[src/inc/pip_pkg.sv]
package pip_pkg;

    // interface-mode strap pattern for the 18-bit 8080-II parallel bus
    localparam logic [3:0] IM_PAR18_II                = 4'ha;

    // register map, reached by command code on the parallel bus or the serial port
    localparam logic [7:0] REG_PIXEL_FORMAT_CONFIG    = 8'h3a;
    localparam logic [7:0] PIXEL_FORMAT_CONFIG_RESET  = 8'h66;
    localparam int         MCU_FMT_LSB                = 0;
    localparam int         RGB_FMT_LSB                = 4;
    localparam logic [7:0] DEF_MEM_WRITE_CMD          = 8'h2c;

    // pixel format codes
    localparam logic [2:0] FMT_16BPP                  = 3'h5;
    localparam logic [2:0] FMT_18BPP                  = 3'h6;

    // rgb timing modes
    localparam logic [1:0] RGB_TIMING_DE              = 2'h2;
    localparam logic [1:0] RGB_TIMING_SYNC            = 2'h3;

    // command byte sits on data pins 8..1 on this bus
    localparam int         CMD_LSB                    = 1;

    // 6-bit rgb transfer phases
    localparam logic [1:0] PHASE_FIRST                = 2'h0;
    localparam logic [1:0] PHASE_SECOND               = 2'h1;
    localparam logic [1:0] PHASE_THIRD                = 2'h2;
    localparam int         XFERS_6BIT                 = 3;

    // default geometry and buffering
    localparam int         DEF_H_ACTIVE               = 240;
    localparam int         DEF_V_ACTIVE               = 320;
    localparam int         DEF_FIFO_DEPTH             = 32;
    localparam int         PIXEL_W                    = 18;
    localparam int         ENTRY_W                    = PIXEL_W + 1;

    typedef enum logic [1:0] {
        MCU_IDLE,
        MCU_PARAM,
        MCU_PIXELS
    } pip_mcu_state_t;

    typedef struct packed {
        logic [3:0]  straps;
        logic        cs_n;
        logic        wr_n;
        logic        dc;
        logic [17:0] data;
        logic        pclk;
        logic        vs_n;
        logic        hs_n;
        logic        de;
    } pip_pins_t;

    // synchroniser reset values, so no false edge at release
    localparam pip_pins_t PINS_IDLE = '{straps: 4'h0, cs_n: 1'b1, wr_n: 1'b1, dc: 1'b0,
                                        data: 18'h00000, pclk: 1'b0, vs_n: 1'b1,
                                        hs_n: 1'b1, de: 1'b0};

    function automatic logic [5:0] pip_expand5(input logic [4:0] v);
        return {v, v[4]};
    endfunction

    function automatic logic pip_fmt_ok(input logic [2:0] fmt);
        return (fmt == FMT_16BPP) || (fmt == FMT_18BPP);
    endfunction

    // 16 bpp: r d15..11, g d10..5, b d4..0; 18 bpp: r d17..12, g d11..6, b d5..0
    function automatic logic [17:0] pip_unpack(input logic [2:0] fmt, input logic [17:0] d);
        if (fmt == FMT_16BPP) begin
            return {pip_expand5(d[15:11]), d[10:5], pip_expand5(d[4:0])};
        end
        return d;
    endfunction

endpackage

[src/inc/pip_stream_if.sv]
`timescale 1ns/1ps
interface pip_stream_if #(
    parameter int W = 19
) ();
    logic         valid;
    logic         ready;
    logic [W-1:0] data;

    modport src (output valid, output data, input ready);
    modport snk (input valid, input data, output ready);
endinterface

[src/rtl/pip_pixel_input_port.sv]
`timescale 1ns/1ps
// How it works
// straps 1010 pick the 18-bit 8080-II parallel bus; latched after reset.
// select line low carries a command; after the memory write command each high transfer is one pixel.
// mcu 16 bpp: red d15..11, green d10..5, blue d4..0, d17/d16 ignored.
// mcu 18 bpp: red d17..12, green d11..6, blue d5..0, one transfer.
// six-bit select high uses rgb data on d5..0.
// de timing mode: only transfers with data enable high go to memory.
// sync mode: pixels taken inside the porch-placed window.
// six-bit mode: phase counter builds one pixel from three clock transfers.
// falling vsync forces the phase counter back to the first transfer.
// a miscounted frame is realigned at the next frame start.
// controller sends three-clock multiples per frame in six-bit mode.
// the controller grounds unused data pins in six-bit mode.
// rgb format 101 uses 16-bit rgb data on d15..0.
// the controller grounds d16 and d17 in 16-bit rgb mode.
// rgb format 110 uses 18-bit rgb data on d17..0.
// with rgb video on, config comes over the serial port only.
// de mode drops transfers with data enable low, no advance.
module pip_pixel_input_port
    import pip_pkg::*;
#(
    parameter int         H_ACTIVE      = DEF_H_ACTIVE,
    parameter int         V_ACTIVE      = DEF_V_ACTIVE,
    parameter int         FIFO_DEPTH    = DEF_FIFO_DEPTH,
    parameter logic [7:0] MEM_WRITE_CMD = DEF_MEM_WRITE_CMD
) (
    // clock and reset
    input  wire logic        clock,
    input  wire logic        rst_n,
    // straps and parallel mcu bus pins
    input  wire logic [3:0]  interface_mode_straps,
    input  wire logic        chip_select_n,
    input  wire logic        write_strobe_n,
    input  wire logic        data_command_select,
    input  wire logic [17:0] data_pins,
    // rgb video pins
    input  wire logic        pixel_clock,
    input  wire logic        vsync_n,
    input  wire logic        hsync_n,
    input  wire logic        data_enable,
    // rgb controls from the serial-port registers
    input  wire logic        rgb_interface_enable,
    input  wire logic        rgb_six_bit_select,
    input  wire logic [1:0]  rgb_timing_mode,
    input  wire logic [7:0]  vertical_porch_settings,
    input  wire logic [7:0]  horizontal_porch_settings,
    // serial-port register write, same clock
    input  wire logic        spi_cfg_write,
    input  wire logic [7:0]  spi_cfg_addr,
    input  wire logic [7:0]  spi_cfg_data,
    // status and command report
    output logic      [7:0]  pixel_format_config,
    output logic             mcu_mode_active,
    output logic             command_strobe,
    output logic      [7:0]  command_code,
    output logic      [1:0]  transfer_phase,
    output logic             transfer_mismatch,
    output logic             accept_ready,
    // pixel stream toward frame memory
    output logic             pix_valid,
    input  wire logic        pix_ready,
    output logic      [17:0] pix_data,
    output logic             pix_frame_start
);

    pip_pins_t       pins_raw;
    pip_pins_t       sync_meta;
    pip_pins_t       sync_pins;
    pip_pins_t       pins_last;

    logic [1:0]      strap_taken;
    logic [3:0]      straps_latched;
    pip_mcu_state_t  mcu_state;
    logic            frame_pending;
    logic [11:0]     h_count;
    logic [9:0]      v_count;
    logic [5:0]      red_part;
    logic [5:0]      green_part;

    logic [1:0]      next_strap_taken;
    logic [3:0]      next_straps_latched;
    pip_mcu_state_t  next_mcu_state;
    logic [7:0]      next_pixel_format_config;
    logic            next_command_strobe;
    logic [7:0]      next_command_code;
    logic            next_frame_pending;
    logic [11:0]     next_h_count;
    logic [9:0]      next_v_count;
    logic [1:0]      next_transfer_phase;
    logic            next_transfer_mismatch;
    logic [5:0]      next_red_part;
    logic [5:0]      next_green_part;

    logic            wr_rise;
    logic            pclk_rise;
    logic            vs_fall;
    logic            hs_fall;
    logic [7:0]      bus_byte;
    logic [2:0]      mcu_fmt;
    logic [2:0]      rgb_fmt;
    logic [11:0]     h_lo;
    logic [11:0]     h_hi;
    logic [9:0]      v_lo;
    logic [9:0]      v_hi;
    logic            in_window;
    logic            rgb_take;
    logic            push_valid;
    logic [17:0]     push_pixel;
    logic            push_start;

    pip_stream_if #(.W(ENTRY_W)) fill_if ();
    pip_stream_if #(.W(ENTRY_W)) drain_if ();

    assign pins_raw = {interface_mode_straps, chip_select_n, write_strobe_n, data_command_select,
                       data_pins, pixel_clock, vsync_n, hsync_n, data_enable};

    // two sync flops per pin; a third copy finds edges
    always_ff @(posedge clock or negedge rst_n) begin
        if (!rst_n) begin
            sync_meta <= PINS_IDLE;
            sync_pins <= PINS_IDLE;
            pins_last <= PINS_IDLE;
        end else begin
            sync_meta <= pins_raw;
            sync_pins <= sync_meta;
            pins_last <= sync_pins;
        end
    end

    assign mcu_mode_active = (strap_taken == 2'h3) && (straps_latched == IM_PAR18_II) && !rgb_interface_enable;
    assign wr_rise   = mcu_mode_active && !sync_pins.cs_n && sync_pins.wr_n && !pins_last.wr_n;
    assign pclk_rise = sync_pins.pclk && !pins_last.pclk;
    assign vs_fall   = !sync_pins.vs_n && pins_last.vs_n;
    assign hs_fall   = !sync_pins.hs_n && pins_last.hs_n;
    assign bus_byte  = sync_pins.data[CMD_LSB +: 8];
    assign mcu_fmt   = pixel_format_config[MCU_FMT_LSB +: 3];
    assign rgb_fmt   = pixel_format_config[RGB_FMT_LSB +: 3];

    // active window in pixel-clock units; six-bit mode needs three clocks per pixel
    assign h_lo      = {4'h0, horizontal_porch_settings};
    assign h_hi      = h_lo + (rgb_six_bit_select ? 12'(XFERS_6BIT * H_ACTIVE) : 12'(H_ACTIVE));
    assign v_lo      = {2'h0, vertical_porch_settings};
    assign v_hi      = v_lo + 10'(V_ACTIVE);
    assign in_window = (h_count >= h_lo) && (h_count < h_hi) && (v_count >= v_lo) && (v_count < v_hi);

    always_comb begin
        rgb_take = 1'b0;
        if (rgb_interface_enable && pclk_rise && !vs_fall) begin
            case (rgb_timing_mode)
                RGB_TIMING_DE:   rgb_take = sync_pins.de;
                RGB_TIMING_SYNC: rgb_take = in_window;
                default:         rgb_take = 1'b0;
            endcase
        end
    end

    always_comb begin
        next_strap_taken         = strap_taken;
        next_straps_latched      = straps_latched;
        next_mcu_state           = mcu_state;
        next_pixel_format_config = pixel_format_config;
        next_command_strobe      = 1'b0;
        next_command_code        = command_code;
        next_frame_pending       = frame_pending;
        next_h_count             = h_count;
        next_v_count             = v_count;
        next_transfer_phase      = transfer_phase;
        next_transfer_mismatch   = 1'b0;
        next_red_part            = red_part;
        next_green_part          = green_part;
        push_valid               = 1'b0;
        push_pixel               = '0;

        // wait out the sync flops' reset values
        if (strap_taken != 2'h3) begin
            next_strap_taken = strap_taken + 2'h1;
        end
        if (strap_taken == 2'h2) begin
            next_straps_latched = sync_pins.straps;
        end

        if (wr_rise) begin
            if (!sync_pins.dc) begin
                next_command_strobe = 1'b1;
                next_command_code   = bus_byte;
                if (bus_byte == REG_PIXEL_FORMAT_CONFIG) begin
                    next_mcu_state = MCU_PARAM;
                end else if (bus_byte == MEM_WRITE_CMD) begin
                    next_mcu_state     = MCU_PIXELS;
                    next_frame_pending = 1'b1;
                end else begin
                    next_mcu_state = MCU_IDLE;
                end
            end else begin
                case (mcu_state)
                    MCU_PARAM: begin
                        next_pixel_format_config = bus_byte;
                        next_mcu_state           = MCU_IDLE;
                    end
                    MCU_PIXELS: begin
                        // unknown formats are dropped rather than guessed
                        push_valid = pip_fmt_ok(mcu_fmt);
                        push_pixel = pip_unpack(mcu_fmt, sync_pins.data);
                    end
                    default: ;
                endcase
            end
        end

        // serial port is the only config path once rgb video is on
        if (spi_cfg_write && spi_cfg_addr == REG_PIXEL_FORMAT_CONFIG) begin
            next_pixel_format_config = spi_cfg_data;
        end

        if (rgb_interface_enable) begin
            if (vs_fall) begin
                next_transfer_mismatch = rgb_six_bit_select && (transfer_phase != PHASE_FIRST);
                next_transfer_phase    = PHASE_FIRST;
                next_h_count           = '0;
                next_v_count           = '0;
                next_frame_pending     = 1'b1;
            end else if (hs_fall) begin
                next_h_count = '0;
                next_v_count = (v_count == '1) ? v_count : v_count + 1'b1;
            end else if (pclk_rise) begin
                next_h_count = (h_count == '1) ? h_count : h_count + 1'b1;
            end

            if (rgb_take) begin
                if (rgb_six_bit_select) begin
                    case (transfer_phase)
                        PHASE_FIRST: begin
                            next_red_part       = sync_pins.data[5:0];
                            next_transfer_phase = PHASE_SECOND;
                        end
                        PHASE_SECOND: begin
                            next_green_part     = sync_pins.data[5:0];
                            next_transfer_phase = PHASE_THIRD;
                        end
                        PHASE_THIRD: begin
                            push_valid          = 1'b1;
                            push_pixel          = {red_part, green_part, sync_pins.data[5:0]};
                            next_transfer_phase = PHASE_FIRST;
                        end
                        default: next_transfer_phase = PHASE_FIRST;
                    endcase
                end else begin
                    push_valid = pip_fmt_ok(rgb_fmt);
                    push_pixel = pip_unpack(rgb_fmt, sync_pins.data);
                end
            end
        end

        push_start = frame_pending;
        if (push_valid && !(rgb_interface_enable && vs_fall)) begin
            next_frame_pending = 1'b0;
        end
    end

    always_ff @(posedge clock or negedge rst_n) begin
        if (!rst_n) begin
            strap_taken         <= 2'h0;
            straps_latched      <= 4'h0;
            mcu_state           <= MCU_IDLE;
            pixel_format_config <= PIXEL_FORMAT_CONFIG_RESET;
            command_strobe      <= 1'b0;
            command_code        <= 8'h00;
            frame_pending       <= 1'b0;
            h_count             <= 12'h000;
            v_count             <= 10'h000;
            transfer_phase      <= PHASE_FIRST;
            transfer_mismatch   <= 1'b0;
            red_part            <= 6'h00;
            green_part          <= 6'h00;
        end else begin
            strap_taken         <= next_strap_taken;
            straps_latched      <= next_straps_latched;
            mcu_state           <= next_mcu_state;
            pixel_format_config <= next_pixel_format_config;
            command_strobe      <= next_command_strobe;
            command_code        <= next_command_code;
            frame_pending       <= next_frame_pending;
            h_count             <= next_h_count;
            v_count             <= next_v_count;
            transfer_phase      <= next_transfer_phase;
            transfer_mismatch   <= next_transfer_mismatch;
            red_part            <= next_red_part;
            green_part          <= next_green_part;
        end
    end

    // pins carry no handshake, so accept_ready tells the host to pace itself;
    // a pixel offered while it is low is lost
    assign fill_if.valid   = push_valid;
    assign fill_if.data    = {push_start, push_pixel};
    assign accept_ready    = fill_if.ready;

    pip_fifo #(
        .WIDTH (ENTRY_W),
        .DEPTH (FIFO_DEPTH)
    ) u_fifo (
        .clock (clock),
        .rst_n (rst_n),
        .wr    (fill_if.snk),
        .rd    (drain_if.src)
    );

    assign drain_if.ready  = pix_ready;
    assign pix_valid       = drain_if.valid;
    assign pix_data        = drain_if.data[PIXEL_W-1:0];
    assign pix_frame_start = drain_if.data[PIXEL_W];

endmodule // pip_pixel_input_port

[src/rtl/pip_fifo.sv]
`timescale 1ns/1ps
module pip_fifo #(
    parameter int WIDTH = 19,
    parameter int DEPTH = 32
) (
    // clock and reset
    input wire logic    clock,
    input wire logic    rst_n,
    // fill and drain sides
    pip_stream_if.snk   wr,
    pip_stream_if.src   rd
);
    // depth a power of two: pointers wrap on their own
    localparam int AW = $clog2(DEPTH);

    logic [WIDTH-1:0] mem [DEPTH];
    logic [AW-1:0]    wr_ptr;
    logic [AW-1:0]    rd_ptr;
    logic [AW:0]      count;
    logic             out_valid;
    logic [WIDTH-1:0] out_data;
    logic [AW-1:0]    next_wr_ptr;
    logic [AW-1:0]    next_rd_ptr;
    logic [AW:0]      next_count;
    logic             next_out_valid;
    logic [WIDTH-1:0] next_out_data;
    logic             push;
    logic             load;

    assign wr.ready  = (count != (AW+1)'(DEPTH));
    assign rd.valid  = out_valid;
    assign rd.data   = out_data;
    assign push      = wr.valid && wr.ready;
    // output register refills from memory; empty memory is never read
    assign load      = (count != '0) && (!out_valid || rd.ready);

    always_comb begin
        next_wr_ptr    = push ? wr_ptr + 1'b1 : wr_ptr;
        next_rd_ptr    = load ? rd_ptr + 1'b1 : rd_ptr;
        next_count     = count + (AW+1)'(push) - (AW+1)'(load);
        next_out_data  = load ? mem[rd_ptr] : out_data;
        next_out_valid = load ? 1'b1 : (rd.ready ? 1'b0 : out_valid);
    end

    always_ff @(posedge clock or negedge rst_n) begin
        if (!rst_n) begin
            wr_ptr    <= '0;
            rd_ptr    <= '0;
            count     <= '0;
            out_valid <= 1'b0;
            out_data  <= '0;
        end else begin
            wr_ptr    <= next_wr_ptr;
            rd_ptr    <= next_rd_ptr;
            count     <= next_count;
            out_valid <= next_out_valid;
            out_data  <= next_out_data;
        end
    end

    always_ff @(posedge clock) begin
        if (push) begin
            mem[wr_ptr] <= wr.data;
        end
    end

endmodule // pip_fifo

[config.mk]
export PLATFORM = sky130hd
export DESIGN_NAME = pip_pixel_input_port
export DESIGN_NICKNAME = d
export VERILOG_FILES = /design/src/inc/pip_pkg.sv /design/src/inc/pip_stream_if.sv /design/src/rtl/pip_pixel_input_port.sv /design/src/rtl/pip_fifo.sv
export SDC_FILE = /design/constraint.sdc
export NUM_CORES = 1
export LEC_CHECK = 0
export BUFFER_PORTS_ARGS = -buffer_cell sky130_fd_sc_hd__buf_4
export CAP_MARGIN = 20
export CORE_MARGIN = 10
export CORE_UTILIZATION = 39
export DETAILED_ROUTE_END_ITERATION = 8
export PLACE_DENSITY = 0.59
export SYNTH_ARGS = -nofsm -noshare
export SYNTH_HDL_FRONTEND = slang
export SYNTH_SLANG_ARGS = --single-unit
[constraint.sdc]
create_clock -name clock -period 4.6 [get_ports clock]
set_clock_uncertainty 0.05 [all_clocks]
set_input_delay 0.23 -clock clock [delete_from_list [all_inputs] [get_ports clock]]
set_output_delay 0.23 -clock clock [all_outputs]
set_load 0.05 [all_outputs]
==> metrics.txt <==
# TYPE chip_impl_metric gauge
chip_impl_info{name="status",value="completed"} 1
chip_impl_metric{name="area.growth.synth_to_final",unit="%"} 20.0
chip_impl_metric{name="power-per-cell-area",unit="nW/µm²"} 525
chip_impl_metric{name="cts.clk_slew.worst_paths",unit="ns"} 0.06
chip_impl_metric{name="clock_sink_count",unit=""} 769
chip_impl_metric{name="routed_wire_length",unit="µm"} 75000
chip_impl_metric{name="drv_cap",unit=""} 0
chip_impl_metric{name="core_area",unit="µm²"} 78700
chip_impl_info{name="global_route.peak_usage_layer",value="met2"} 1
chip_impl_info{name="type_of_destination_of_the_critical_path",value="register"} 1
chip_impl_metric{name="grt.met3_usage",unit=""} 0.0457
chip_impl_metric{name="synthCells",unit=""} 1621
chip_impl_metric{name="timing.critical_path.fanout_max",unit=""} 21
chip_impl_metric{name="synth.cell_area",unit="µm²"} 30900
chip_impl_metric{name="synthXorXnorAreaFrac",unit=""} 0.00936
chip_impl_metric{name="detailedRoute.firstPassIterationCount",unit=""} 5
chip_impl_metric{name="via_per_inst",unit=""} 5.39
chip_impl_metric{name="max-slew-margin-rel",unit=""} 0.297
chip_impl_metric{name="worst_ep_required_time",unit="ns"} 5.06
chip_impl_info{name="critical_path.startpoint",value="rgb_six_bit_select"} 1
chip_impl_info{name="critical_path.reg2reg.startpoint",value="sync_pins[23]$_DFF_PN1_"} 1
chip_impl_metric{name="antenna_found_initial",unit=""} 2
chip_impl_metric{name="cts.path.max_buffers",unit=""} 3
chip_impl_metric{name="cp.arrival",unit="ns"} 4.47
chip_impl_metric{name="vias",unit=""} 16138
chip_impl_metric{name="final_clock_period_utilization_by_the_worst_path",unit=""} 0.872
chip_impl_metric{name="fraction_of_synthesis_flops_using_an_asynchronous_set_or_reset_pin",unit=""} 0.209
chip_impl_metric{name="cts_resized",unit=""} 0
chip_impl_metric{name="gpl.final_weighted_congestion",unit=""} 0.808
chip_impl_metric{name="timing_worst_slew_pin_value",unit="ns"} 1.05
chip_impl_metric{name="timing.hold.ws",unit="ns"} 0.111
chip_impl_metric{name="cpPeakStageDelay",unit="ns"} 0.55
chip_impl_metric{name="sequential_to_total_area_share_from_yosys_stat",unit=""} 0.722
chip_impl_metric{name="gr-usage-met2",unit=""} 0.242
chip_impl_metric{name="fillers",unit=""} 6489
chip_impl_info{name="clk_root_buffer_cell",value="clkbuf_16"} 1
chip_impl_metric{name="fp.dieW",unit="µm"} 301
chip_impl_metric{name="remaining_drc_errors",unit=""} 0
chip_impl_info{name="synth.area.top_cells",value="edfxtp_1 59%, mux4_2 14%, dfrtp_1 12%"} 1
chip_impl_metric{name="clock_latency",unit="ns"} 0.64
chip_impl_metric{name="power.static_leakage",unit="nW"} 13.3
chip_impl_metric{name="grtUsageTotal",unit=""} 0.166
chip_impl_metric{name="numCtsBuffers",unit=""} 79
chip_impl_metric{name="grt_start_max_net_pins",unit=""} 156
chip_impl_info{name="min_from",value="rgb_timing_mode[1]"} 1
chip_impl_metric{name="wl_per_cell",unit="µm"} 25.1
chip_impl_metric{name="io_pins",unit=""} 111
chip_impl_metric{name="first_global_vias",unit=""} 16645
chip_impl_metric{name="synthesis.area_per_instance",unit="µm²"} 19.0
chip_impl_metric{name="period_minus_slack",unit="ns"} 4.01
chip_impl_metric{name="netlist-cell-type-count",unit=""} 64
chip_impl_metric{name="die_footprint",unit="µm²"} 90800
chip_impl_info{name="synthFlopType",value="edfxtp_1"} 1
chip_impl_info{name="timing.critical_path.cells",value="dlygate4sd3_1, buf_4, inv_1, ha_1, a211oi_1, xnor2_1, ha_1, a211oi_1, nand3_1, a21oi_1, o21ai_0, o31ai_2, a21oi_4, nor2_1, ha_1, inv_1, fa_1, inv_1, a21oi_1, nor2_1, nor2_1, xnor2_1"} 1
chip_impl_metric{name="start_util",unit=""} 0.392
chip_impl_metric{name="synth-seq-cells",unit=""} 769
chip_impl_metric{name="cts.htree.levels",unit=""} 3
chip_impl_metric{name="yosys.area.top_type_share",unit=""} 0.591
chip_impl_metric{name="placement.io_buffers",unit=""} 110
chip_impl_metric{name="final-setup-viol-count",unit=""} 0
chip_impl_info{name="unrepaired_setup_endpoints_after_global_routing",value="no"} 1
chip_impl_info{name="worst-setup-path-type",value="in2reg"} 1
chip_impl_metric{name="antenna_left",unit=""} 0
chip_impl_info{name="critPathTopFamily",value="compound AO/OA/AOI/OAI gates"} 1
chip_impl_metric{name="synth_adder_area_share",unit=""} 0.0199
chip_impl_metric{name="post_synth_and_or_nand_nor_area_fraction",unit=""} 0.0438
chip_impl_info{name="cp-start-kind",value="primary input"} 1
chip_impl_metric{name="power.total",unit="mW"} 19.5
chip_impl_metric{name="finalNetCount",unit=""} 1996
chip_impl_metric{name="layout-drive-gt1-share",unit=""} 0.318
chip_impl_metric{name="ir_worst_vdd",unit="V"} 0.000371
chip_impl_metric{name="groute.layer.met1.usage",unit=""} 0.240
chip_impl_metric{name="number_of_flops_mapped_to_enable_cells_by_yosys",unit=""} 608
chip_impl_metric{name="die_height",unit="µm"} 301
chip_impl_metric{name="first_iter_violations",unit=""} 1317
chip_impl_metric{name="fmax",unit="MHz"} 249
chip_impl_info{name="synthDominantAreaCellType",value="edfxtp_1"} 1
chip_impl_metric{name="synth_compound_gate_area_share",unit=""} 0.0279
chip_impl_metric{name="muxShareOfSynthArea",unit=""} 0.161
chip_impl_metric{name="detailedPlacementHpwl",unit="µm"} 47300
chip_impl_metric{name="num_rows",unit=""} 103
chip_impl_metric{name="final_hold_viol_count",unit=""} 0
chip_impl_metric{name="overflow",unit=""} 0
chip_impl_info{name="worstHoldPathType",value="in2reg"} 1
chip_impl_metric{name="yosys_warnings",unit=""} 0
chip_impl_metric{name="grt_first_pass_wirelength",unit="µm"} 112000
chip_impl_info{name="timing.critical_path.slowest_stage_cell",value="dlygate4sd3_1"} 1
chip_impl_metric{name="maxSlewViolCount",unit=""} 0
chip_impl_metric{name="timing.critical_path.buf_inv",unit=""} 5
chip_impl_info{name="cts_tree",value="yes"} 1
chip_impl_metric{name="synthesis.nets",unit=""} 1738
chip_impl_info{name="synth_top_family_by_area",value="multiplexers"} 1
path summary, 6_finish.rpt:
check	endpoint	slack, ns	cells past startpoint
worst min-delay path	transfer_phase[0]$_DFFE_PN0P_	0.11	4
worst min register to register	bus_byte[4]$_DFF_PN0_	0.30	0
worst max-delay path	u_fifo.count[4]$_DFF_PN0_	0.59	22
worst max register to register	u_fifo.count[4]$_DFF_PN0_	0.87	15
max in group asynchronous	u_fifo.rd_ptr[0]$_DFFE_PN0P_	3.38	3
min in group asynchronous	command_code[0]$_DFFE_PN0P_	0.12	2
power breakdown:
part           internal (mW)  leakage, nW  switching [mW]  total, mW
logic                   2.27         4.36            2.65       4.92
clock network           3.87         1.32            2.68       6.56
registers               7.64         7.63           0.330       7.97
registers in the layout (all words and copies together), names as in the netlist, 5 cells and up:
| name | flops |
|---|---|
| u_fifo.mem | 608 |
| u_fifo.rd.data | 19 |
| command_code | 8 |
| red_part | 6 |
| sync_meta | 29 |
| bus_byte | 8 |
| pixel_format_config | 8 |
| green_part | 6 |
| h_count | 12 |
| sync_pins | 21 |
| u_fifo.wr_ptr | 5 |
| v_count | 10 |
| u_fifo.rd_ptr | 5 |
| u_fifo.count | 6 |
metrics by stage:
step	setup TNS (ns)	std cells	cell area [µm²]	setup WS, ns	utilization
final	0	2995	37000	0.587	0.470
after global placement	0	2787	33700	0.556	0.428
after global routing	0	2994	37000	0.347	0.470
after detailed placement	0	2788	33800	0.528	0.429
after floorplan	-187.04	1621	30900	-0.329	-
after CTS	0	2992	37000	0.623	0.470
timing repair:
action                    in CTS  in global routing
hold buffers                  58                  0
setup buffers                  0                  0
hold endpoints to repair     109                  0
area by class of cell:
cell class	count	area, µm²	share of cell area
tap	1050	1310	0.0355
clock buffer	100	2170	0.0585
clock inverter	46	520	0.0140
antenna	1	2.50	0.0000675
multi-input combinational	729	8420	0.227
timing repair buffer	256	2150	0.0580
sequential	769	22300	0.602
inverter	44	165	0.00446
tightest hold or removal path: stages:
cell,delay (ns)
buf_4,0.12
nand3_1,0.14
nor3_4,0.10
nand3b_1,0.15
routing by layer:
layer,vias up,wire (µm)
met1,8419,33100
met4,0,2070
li1,7006,-
met2,612,33400
met5,-,0
met3,101,6450
cell usage after synthesis (all sizes together) (17+ instances only):
| cell type | n |
|---|---|
| nand2 | 73 |
| dfrtp | 146 |
| buf | 17 |
| nor4b | 34 |
| mux4 | 190 |
| inv | 44 |
| edfxtp | 608 |
| clkbuf | 62 |
| mux2 | 26 |
| o21ai | 23 |
| mux2i | 41 |
| xor2 | 22 |
| nor2 | 59 |
| ha | 46 |
| nand3 | 18 |
| a21oi | 74 |
kinds of logic (layout without fill, tap and decap cells):
logic type / Yosys count / in the layout
DFF: 769 / 769
muxes: 257 / 257
and+or+nand+nor: 246 / 246
AOI/OAI and AO/OA: 145 / 145
buffers and inverters: 123 / 446
adders and majority gates: 48 / 48
xor gates and xnor gates: 33 / 33
other: 0 / 1
cell usage in the layout, fill, tap and decap left out, types with 9 or more instances in the layout:
master	count
mux2_2	26
dfrtp_1	142
mux4_2	190
inv_1	44
xnor2_1	11
xor2_1	22
dlygate4sd3_1	58
clkinv_1	10
nor2_1	58
clkbuf_1	11
nand2_1	73
buf_4	190
nand3_1	18
edfxtp_1	608
dfstp_2	15
clkinv_2	14
ha_1	46
a21oi_1	72
o21ai_0	23
o22ai_2	14
clkbuf_8	10
nor4b_2	33
bufinv_16	9
clkbuf_16	80
mux2i_1	41
Note: power is estimated with default switching activity, not from simulation.
